===== src/rtl/nvs_consts.vh =====
// constants for the nonvolatile byte store access controller
`ifndef NVS_CONSTS_VH
`define NVS_CONSTS_VH

// ----------------------------------------------------------------
// register indices (byte address is four times the index)
// ----------------------------------------------------------------
`define NVS_IDX_INTCTL 8'h0b
`define NVS_IDX_PFLAGS 8'h0c
`define NVS_IDX_PIRQEN 8'h8c
`define NVS_IDX_DATA 8'h9a
`define NVS_IDX_ADDR 8'h9b
`define NVS_IDX_CTRL 8'h9c
`define NVS_IDX_UNLOCK 8'h9d

// ----------------------------------------------------------------
// field positions
// ----------------------------------------------------------------
`define NVS_CTRL_FETCH 0
`define NVS_CTRL_GO 1
`define NVS_CTRL_PERMIT 2
`define NVS_CTRL_ABORT 3
`define NVS_PFLAGS_DONE 7
`define NVS_PIRQEN_DONE 7
`define NVS_INTCTL_GIE 7

// ----------------------------------------------------------------
// reset values and unlock keys
// ----------------------------------------------------------------
`define NVS_RST_BYTE 8'h00
`define NVS_ERASED_BYTE 8'hff
`define NVS_KEY_FIRST 8'h55
`define NVS_KEY_SECOND 8'haa
`define NVS_UNLOCK_GAP 3'h3
`define NVS_GAP_SAT 3'h7

// ----------------------------------------------------------------
// timing
// ----------------------------------------------------------------
`define NVS_CLK_HZ 20000000
`define NVS_POWERUP_TIMER_MS 64
`define NVS_POWERUP_TIMER_CYCLES ((`NVS_POWERUP_TIMER_MS * `NVS_CLK_HZ) / 1000)
`define NVS_WRITE_US 5000
`define NVS_WRITE_CYCLES (`NVS_WRITE_US * (`NVS_CLK_HZ / 1000000))
`define NVS_CNT_W 21

`endif


===== src/rtl/nvs_ctrl.v =====
// nonvolatile byte store access controller with avalon-mm slave
// ----------------------------------------------------------------
// ----------------------------------------------------------------
`include "nvs_consts.vh"
`timescale 1ns/10ps
`default_nettype none

module nvs_ctrl #(
  parameter [31:0] POWERUP_TIMER_CYCLES = `NVS_POWERUP_TIMER_CYCLES,
  parameter [31:0] WRITE_CYCLES = `NVS_WRITE_CYCLES
) (
  // clock and power-on reset
  input wire clk_sys,
  input wire rstn,
  // other reset sources, asynchronous to clk_sys
  input wire ext_reset_n,
  input wire watchdog_reset,
  input wire brownout_detect,
  // avalon-mm slave
  input wire [9:0] avs_address,
  input wire avs_read,
  input wire avs_write,
  input wire [3:0] avs_byteenable,
  input wire [31:0] avs_writedata,
  output reg [31:0] avs_readdata,
  output wire avs_waitrequest
);

  // ----------------------------------------------------------------
  // local constants
  // ----------------------------------------------------------------
  localparam [`NVS_CNT_W-1:0] POWERUP_TIMER_LAST =
    POWERUP_TIMER_CYCLES[`NVS_CNT_W-1:0] - {{(`NVS_CNT_W-1){1'b0}}, 1'b1};
  localparam [`NVS_CNT_W-1:0] WRITE_LAST =
    WRITE_CYCLES[`NVS_CNT_W-1:0] - {{(`NVS_CNT_W-1){1'b0}}, 1'b1};
  localparam [1:0] SEQ_IDLE = 2'h0;
  localparam [1:0] SEQ_FIRST = 2'h1;
  localparam [1:0] SEQ_SECOND = 2'h2;

  // ----------------------------------------------------------------
  // reset release and input synchronisers
  // ----------------------------------------------------------------
  reg rst_meta_q;
  reg rst_sync_q;
  wire rst_n_int;

  always @(posedge clk_sys or negedge rstn) begin
    if (!rstn) begin
      rst_meta_q <= 1'b0;
      rst_sync_q <= 1'b0;
    end else begin
      rst_meta_q <= 1'b1;
      rst_sync_q <= rst_meta_q;
    end
  end
  assign rst_n_int = rst_sync_q;

  // pins settle through two flops; ext reset idles high
  reg [2:0] src_meta_q;
  reg [2:0] src_sync_q;
  wire ext_rst_hit;
  wire wdt_rst_hit;
  wire bod_hit;
  wire soft_rst;

  always @(posedge clk_sys or negedge rst_n_int) begin
    if (!rst_n_int) begin
      src_meta_q <= 3'h1;
      src_sync_q <= 3'h1;
    end else begin
      src_meta_q <= {brownout_detect, watchdog_reset, ext_reset_n};
      src_sync_q <= src_meta_q;
    end
  end
  assign ext_rst_hit = ~src_sync_q[0];
  assign wdt_rst_hit = src_sync_q[1];
  assign bod_hit = src_sync_q[2];
  assign soft_rst = ext_rst_hit | wdt_rst_hit | bod_hit;

  // ----------------------------------------------------------------
  // bus slave: one wait cycle on every access
  // ----------------------------------------------------------------
  reg ack_q;
  wire req;
  wire [7:0] idx;
  wire wr_acc;
  wire [7:0] wbyte;

  assign req = avs_read | avs_write;
  assign avs_waitrequest = req & ~ack_q;
  assign idx = avs_address[9:2];
  // upper lanes carry nothing; lane 0 must be enabled
  assign wr_acc = avs_write & ack_q & avs_byteenable[0];
  assign wbyte = avs_writedata[7:0];

  always @(posedge clk_sys or negedge rst_n_int) begin
    if (!rst_n_int) begin
      ack_q <= 1'b0;
    end else begin
      ack_q <= req & ~ack_q;
    end
  end

  function hit;
    input [7:0] a;
    input [7:0] b;
    begin
      hit = (a == b);
    end
  endfunction

  // ----------------------------------------------------------------
  // register state
  // ----------------------------------------------------------------
  reg [7:0] data_q;
  reg [7:0] addr_q;
  reg [7:0] intctl_q;
  reg pirqen_q;
  reg done_q;
  reg abort_q;
  reg permit_q;
  reg go_q;
  reg fetch_q;
  reg [7:0] mem_q [0:255];
  reg [7:0] wr_addr_q;
  reg [7:0] wr_data_q;
  reg [`NVS_CNT_W-1:0] wr_cnt_q;
  reg [`NVS_CNT_W-1:0] powerup_timer_cnt_q;
  reg powerup_timer_done_q;
  reg [1:0] seq_q;
  reg [1:0] seq_d;
  reg [2:0] gap_q;

  // ----------------------------------------------------------------
  // power-up timer
  // ----------------------------------------------------------------
  // brownout restarts the timer, just as a fresh power-up would
  always @(posedge clk_sys or negedge rst_n_int) begin
    if (!rst_n_int) begin
      powerup_timer_cnt_q <= {`NVS_CNT_W{1'b0}};
      powerup_timer_done_q <= 1'b0;
    end else if (bod_hit) begin
      powerup_timer_cnt_q <= {`NVS_CNT_W{1'b0}};
      powerup_timer_done_q <= 1'b0;
    end else if (!powerup_timer_done_q) begin
      powerup_timer_cnt_q <= powerup_timer_cnt_q + {{(`NVS_CNT_W-1){1'b0}}, 1'b1};
      powerup_timer_done_q <= (powerup_timer_cnt_q == POWERUP_TIMER_LAST);
    end
  end

  // ----------------------------------------------------------------
  // unlock sequence
  // ----------------------------------------------------------------
  wire gap_ok;
  wire wr_ctrl;
  wire wr_unlock;
  wire go_req;
  wire start_wr;
  wire end_wr;

  assign gap_ok = (gap_q == `NVS_UNLOCK_GAP);
  assign wr_ctrl = wr_acc & hit(idx, `NVS_IDX_CTRL);
  assign wr_unlock = wr_acc & hit(idx, `NVS_IDX_UNLOCK);
  // go only straight after both keys
  assign go_req = wr_ctrl & wbyte[`NVS_CTRL_GO] &
                  (seq_q == SEQ_SECOND) & gap_ok;
  assign start_wr = go_req & permit_q & powerup_timer_done_q & ~go_q & ~soft_rst;
  assign end_wr = go_q & (wr_cnt_q == WRITE_LAST) & ~soft_rst;

  // keys only move the sequencer, nothing is stored
  always @* begin
    seq_d = seq_q;
    if (soft_rst) begin
      seq_d = SEQ_IDLE;
    end else if (wr_acc) begin
      if (wr_unlock && wbyte == `NVS_KEY_FIRST) begin
        seq_d = SEQ_FIRST;
      end else if (wr_unlock && wbyte == `NVS_KEY_SECOND &&
                   seq_q == SEQ_FIRST && gap_ok) begin
        seq_d = SEQ_SECOND;
      end else begin
        seq_d = SEQ_IDLE;
      end
    end
  end

  // gap counts cycles between accepted writes, saturating
  always @(posedge clk_sys or negedge rst_n_int) begin
    if (!rst_n_int) begin
      seq_q <= SEQ_IDLE;
      gap_q <= `NVS_GAP_SAT;
    end else begin
      seq_q <= seq_d;
      if (wr_acc) begin
        gap_q <= 3'h1;
      end else if (gap_q != `NVS_GAP_SAT) begin
        gap_q <= gap_q + 3'h1;
      end
    end
  end

  // ----------------------------------------------------------------
  // control register and write timer
  // ----------------------------------------------------------------
  always @(posedge clk_sys or negedge rst_n_int) begin
    if (!rst_n_int) begin
      abort_q <= 1'b0;
      permit_q <= 1'b0;
      go_q <= 1'b0;
      fetch_q <= 1'b0;
      wr_cnt_q <= {`NVS_CNT_W{1'b0}};
      wr_addr_q <= `NVS_RST_BYTE;
      wr_data_q <= `NVS_RST_BYTE;
    end else if (soft_rst) begin
      // a cut-short write leaves the abort flag
      if (go_q) begin
        abort_q <= 1'b1;
      end
      permit_q <= 1'b0;
      go_q <= 1'b0;
      fetch_q <= 1'b0;
      wr_cnt_q <= {`NVS_CNT_W{1'b0}};
    end else begin
      fetch_q <= wr_ctrl & wbyte[`NVS_CTRL_FETCH];
      if (wr_ctrl) begin
        permit_q <= wbyte[`NVS_CTRL_PERMIT];
        abort_q <= wbyte[`NVS_CTRL_ABORT];
      end
      // go held until the timer ends
      if (start_wr) begin
        go_q <= 1'b1;
        wr_cnt_q <= {`NVS_CNT_W{1'b0}};
        wr_addr_q <= addr_q;
        wr_data_q <= data_q;
      end else if (end_wr) begin
        go_q <= 1'b0;
      end else if (go_q) begin
        wr_cnt_q <= wr_cnt_q + {{(`NVS_CNT_W-1){1'b0}}, 1'b1};
      end
    end
  end

  // ----------------------------------------------------------------
  // storage array
  // ----------------------------------------------------------------
  // cells are nonvolatile, so no reset; an aborted write leaves erased
  always @(posedge clk_sys) begin
    // erase on start, program on completion
    if (start_wr) begin
      mem_q[addr_q] <= `NVS_ERASED_BYTE;
    end else if (end_wr) begin
      mem_q[wr_addr_q] <= wr_data_q;
    end
  end

  // ----------------------------------------------------------------
  // address, data and peripheral registers
  // ----------------------------------------------------------------
  always @(posedge clk_sys or negedge rst_n_int) begin
    if (!rst_n_int) begin
      data_q <= `NVS_RST_BYTE;
      addr_q <= `NVS_RST_BYTE;
      intctl_q <= `NVS_RST_BYTE;
      pirqen_q <= 1'b0;
      done_q <= 1'b0;
    end else if (soft_rst) begin
      // address and data lost on reset
      data_q <= `NVS_RST_BYTE;
      addr_q <= `NVS_RST_BYTE;
      intctl_q <= `NVS_RST_BYTE;
      pirqen_q <= 1'b0;
      done_q <= 1'b0;
    end else begin
      // fetched byte lands one edge after the request
      if (fetch_q) begin
        data_q <= mem_q[addr_q];
      end else if (wr_acc && hit(idx, `NVS_IDX_DATA)) begin
        data_q <= wbyte;
      end
      // full 8-bit address reaches all 256 cells
      if (wr_acc && hit(idx, `NVS_IDX_ADDR)) begin
        addr_q <= wbyte;
      end
      if (wr_acc && hit(idx, `NVS_IDX_INTCTL)) begin
        intctl_q <= wbyte;
      end
      if (wr_acc && hit(idx, `NVS_IDX_PIRQEN)) begin
        pirqen_q <= wbyte[`NVS_PIRQEN_DONE];
      end
      // completion sets the flag; the set beats a clear
      if (end_wr) begin
        done_q <= 1'b1;
      end else if (wr_acc && hit(idx, `NVS_IDX_PFLAGS)) begin
        done_q <= wbyte[`NVS_PFLAGS_DONE];
      end
    end
  end

  // ----------------------------------------------------------------
  // read path
  // ----------------------------------------------------------------
  // no protection gating on processor access
  reg [7:0] rd_byte;

  always @* begin
    rd_byte = 8'h00;
    case (idx)
      `NVS_IDX_INTCTL: begin
        rd_byte = intctl_q;
      end
      `NVS_IDX_PFLAGS: begin
        rd_byte = {done_q, 7'h00};
      end
      `NVS_IDX_PIRQEN: begin
        rd_byte = {pirqen_q, 7'h00};
      end
      `NVS_IDX_DATA: begin
        rd_byte = data_q;
      end
      `NVS_IDX_ADDR: begin
        rd_byte = addr_q;
      end
      `NVS_IDX_CTRL: begin
        rd_byte = {4'h0, abort_q, permit_q, go_q, fetch_q};
      end
      `NVS_IDX_UNLOCK: begin
        rd_byte = 8'h00;
      end
      default: begin
        rd_byte = 8'h00;
      end
    endcase
  end

  // captured in the wait cycle so it stands at the answering edge
  always @(posedge clk_sys or negedge rst_n_int) begin
    if (!rst_n_int) begin
      avs_readdata <= 32'h0000_0000;
    end else if (avs_read && !ack_q) begin
      avs_readdata <= {24'h00_0000, rd_byte};
    end
  end

endmodule // nvs_ctrl

`default_nettype wire


===== config.mk =====
export PLATFORM = sky130hd
export DESIGN_NAME = nvs_ctrl
export DESIGN_NICKNAME = d
export VERILOG_FILES = /design/src/rtl/nvs_ctrl.v
export VERILOG_INCLUDE_DIRS = /design/src /design/src/rtl
export SDC_FILE = /design/constraint.sdc
export NUM_CORES = 2
export LEC_CHECK = 0
export BUFFER_PORTS_ARGS = -buffer_cell sky130_fd_sc_hd__buf_2
export CAP_MARGIN = 15
export CORE_UTILIZATION = 50
export CTS_BUF_LIST = sky130_fd_sc_hd__clkbuf_16
export CTS_CLUSTER_DIAMETER = 40
export CTS_CLUSTER_SIZE = 25
export DETAILED_ROUTE_END_ITERATION = 10
export GPL_TIMING_DRIVEN = 0
export PLACE_DENSITY_LB_ADDON = 0.3
export SETUP_SLACK_MARGIN = 0.15
export SYNTH_ARGS = -nofsm -noshare
export SYNTH_HDL_FRONTEND = slang
export SYNTH_SLANG_ARGS = --single-unit
export TNS_END_PERCENT = 10

===== constraint.sdc =====
create_clock -name clk_sys -period 3.6 [get_ports clk_sys]
set_clock_uncertainty 0.05 [all_clocks]
set_input_delay 0.72 -clock clk_sys [delete_from_list [all_inputs] [get_ports clk_sys]]
set_output_delay 0.72 -clock clk_sys [all_outputs]
set_load 0.01 [all_outputs]

==> results.md <==
- Most frequent cell after synthesis: edfxtp_1
- Residual DRC: 0
- Critical path peak fanout: 10
- Die W: 415 um
- Vias in the first global route: about 45k
- Transition time of the tightest slew-check pin: 1.24 ns
- FMAX: 277 MHz
- Pwr dens: 521 nW/um2
- Die area: ~170000 um2
- CP Buf/Inv Count: 3
- #FFs+latches synth: 2159
- Min setup slack post-route: -0.0109 ns
- CTS HTree Levels: 4
- Comb power frac: 0.023
- Commonest cells post-synth: 2048 x edfxtp_1, 515 x mux4_2, 257 x nor2_1
- Layout fillers: between 10k and 15k
- Detailed-route wire length: 257 mm
- Remaining global-route overflow: 0
- Top post-synthesis cells by area: edfxtp_1 72%, mux4_2 14%, dfrtp_1 3.1%, mux2i_1 1.6%, nor2_1 1.1%
- Port Buf Inserts: 32
- Failing checks: negative setup slack
- Vias per inst: 6.63
- Routed vias: 47.0k
- Max_slew headroom: 0.168
- TNS Setup: -0.0109 ns
- Post-synth ARST share: 0.0514
- Core Region: 169000 um2
- Io pins: 86
- Most frequent cell on the critical path: buf_2
- Internal: 41.5 mW
- Fin crit period: roughly 3.6 ns
- Final Hold Fails: 0
- Layout Nets: 4698
- Worst path max stage delay: approximately 0.47 ns
- RSZ-0062 raised after global routing: true
- GRT Util Overall: 0.295
- Syn Std Cell Area: 85200 um2
- Hold Crit Class: in -> reg
- Cells along the critical path: buf_2 -> nor2b_2 -> clkbuf_4 -> buf_2 -> a22o_1 -> a21oi_1 -> nand4_1 -> nand3_2 -> o41ai_4
- Global-route wire length before repair: 351 mm
- Max-slew violations: 0
- Critical Path Start Type: flop
- Final Cycle Share: 1.00
- Layout cell share with drive strength beyond 1: 0.370
- Maximum Capacitance Violations: 0
- Routed len/inst: about 36 um
- Clk_lat worst skew: roughly 0.9 ns
- Initial Utilization: 0.504
- # setup viols final: 1
- Syn_area_per_cell: 20.4 um2
- Routability cong.: just over 1
- Clk sinks: 2159
- Initial antenna violation count: 11
- Area Overhead vs Synth: 20.6%
- Setup crit end kind: flop
- DRT Pass-1 Iters: 6
- CP Data Arrival Time: 4.34 ns
- Yosys top cell by area: edfxtp_1
- Psw: ~12 mW
- Pre-CTS setup slack: -1.50 ns
- Static leakage: 34.9 nW
- Req. time, crit path: 4.33 ns
- Switching portion of total power: 0.226
- Num rows: between 150 and 200
- Worst-path clk slew: roughly 0.07 ns
- Post-DP HPWL: 165 mm
- Clock Tree Buf Depth: 3
- Pin count of the biggest net entering global routing: 103
- Yosys cell types: 80
- Status: finished, violations left
- Seq/Total Area, Yosys: 0.754
- Setup CP Type: reg -> reg
- Power share of the sequential group: 0.507
- Overall Power: 53.6 mW
- DR iter-0 viols: 7323
- Post-Route Hold Slack: 0.0859 ns
- Cell family with most CP delay: buffers and inverters
- Top-area cell type share of the netlist area: 0.721
- CTS tree: yes
- Synth Flop Type: edfxtp_1
- CP max stage cell: dfrtp_1
- Ys Warns: 0
- Die H: 415 um
- Clock share of power: 0.471
- Total CTS buffers: between 200 and 250
- Worst vdd ir: approximately 520 uV
- Post-Syn Instances: 4173
- Routed Antenna Nets: 0
- CTS Root Cell: clkbuf_16
- Post-synth EDFFs: 2048
[power by group through the flow]
stage                     registers [mW]  clock network, mW  logic (mW)
after global placement              27.7                  0        1.01
after floorplan                     27.7                  0       0.585
after detailed placement            27.7                  0        1.04
after CTS                           27.1               25.3        1.11
after global routing                27.1               26.2        1.23
final                               27.1               25.2        1.21
[cell usage in the layout (no fill, tap or decap), types with 16 or more instances in the layout]
| cell | instances |
|---|---|
| buf_2 | 50 |
| inv_6 | 32 |
| buf_16 | 29 |
| o22ai_1 | 31 |
| clkinv_1 | 16 |
| inv_1 | 18 |
| clkbuf_4 | 36 |
| inv_8 | 22 |
| nand2_1 | 125 |
| bufinv_16 | 19 |
| xor2_1 | 22 |
| conb_1 | 25 |
| nand2b_1 | 17 |
| o211ai_1 | 16 |
| nor2_1 | 68 |
| clkbuf_1 | 36 |
| clkinv_2 | 22 |
| a21oi_1 | 48 |
| buf_6 | 36 |
| edfxtp_1 | 2048 |
| buf_8 | 23 |
| nor2_4 | 216 |
| buf_12 | 112 |
| clkbuf_16 | 242 |
| clkinv_8 | 19 |
| a22oi_1 | 68 |
| mux4_2 | 515 |
| clkinv_4 | 36 |
| nand4_1 | 17 |
| a22o_1 | 27 |
| clkinvlp_4 | 30 |
| clkbuf_2 | 26 |
| dfrtp_1 | 101 |
| nor2_2 | 46 |
| o21ai_0 | 62 |
| nand3_1 | 23 |
| mux2i_1 | 130 |
| buf_4 | 98 |
[per-layer routing]
layer	vias up	wire length, um	GRT usage
met4	6	14700	0.154
met5	-	34	0
li1	18200	-	-
met3	655	33100	0.0914
met2	3548	117000	0.437
met1	24500	92000	0.396
[state kept, by name, indices dropped and copies added, names as in the netlist, 2 cells and up]
signal / cells
wr_cnt_q: 21
wr_data_q: 8
src_meta_q: 3
addr_q: 8
src_sync_q: 3
mem_q: 2048
wr_addr_q: 8
intctl_q: 8
powerup_timer_cnt_q: 21
data_q: 8
seq_q: 2
gap_q: 3
avs_readdata: 8
[path summary, 6_finish.rpt]
path                       startpoint         end  slack (ns)  cells past startpoint
max                         addr_q[2]   data_q[0]       -0.01                      9
min                          avs_read       ack_q        0.09                      3
max reg2reg                 addr_q[2]   data_q[0]       -0.01                      9
min reg2reg                 rst_n_int    seq_q[0]        0.30                      0
max in group asynchronous   rst_n_int   addr_q[0]        2.42                      1
min in group asynchronous        rstn  rst_meta_q        0.12                      2
[timing repair]
item	in CTS	in global routing
pin swaps	114	50
cloned	4	6
buffers inserted	83	46
hold buffers	4	0
resized for setup	677	260
setup endpoints to repair	2814	2935
hold endpoints to repair	5	0
[stage by stage]
| stage | cells | utilization | cell area [um2] |
|---|---|---|---|
| after floorplan | 4196 | - | 85300 |
| final | 7080 | 0.607 | 103000 |
| after global routing | 7074 | 0.607 | 103000 |
| after CTS | 7021 | 0.598 | 101000 |
| after detailed placement | 6476 | 0.526 | 89100 |
| after global placement | 6446 | 0.521 | 88300 |
[area by class of cell]
type / count / area [um2] / area share
Clock inverter: 216 / 2390 / 0.0233
Sequential cell: 2159 / 64300 / 0.625
Buffer: 265 / 2520 / 0.0245
Multi-Input combinational cell: 1770 / 21800 / 0.212
Antenna cell: 7 / 17.5 / 0.000170
Inverter: 8 / 30.0 / 0.000292
Timing Repair Buffer: 199 / 3000 / 0.0292
Clock buffer: 238 / 5960 / 0.0579
Tap cell: 2218 / 2780 / 0.0270
[worst min-delay path, stage by stage]
cell and delay [ns]:
buf_2 0.09, nor2_1 0.04, nor2_1 0.11
[kinds of logic (layout without fill, tap and decap cells)]
logic type | count (synthesis) | in the layout | synth area share
DFF | 2159 | 2159 | 0.754
muxes | 664 | 664 | 0.154
buffers and inverters | 273 | 926 | 0.0175
other | 2 | 32 | 0.0000881
xor gates and xnor gates | 32 | 32 | 0.00329
and+or+nand+nor | 681 | 687 | 0.0408
AOI/OAI and AO/OA | 357 | 357 | 0.0298
adders and majority gates | 5 | 5 | 0.000734
Power figures use the tool's default switching activity.
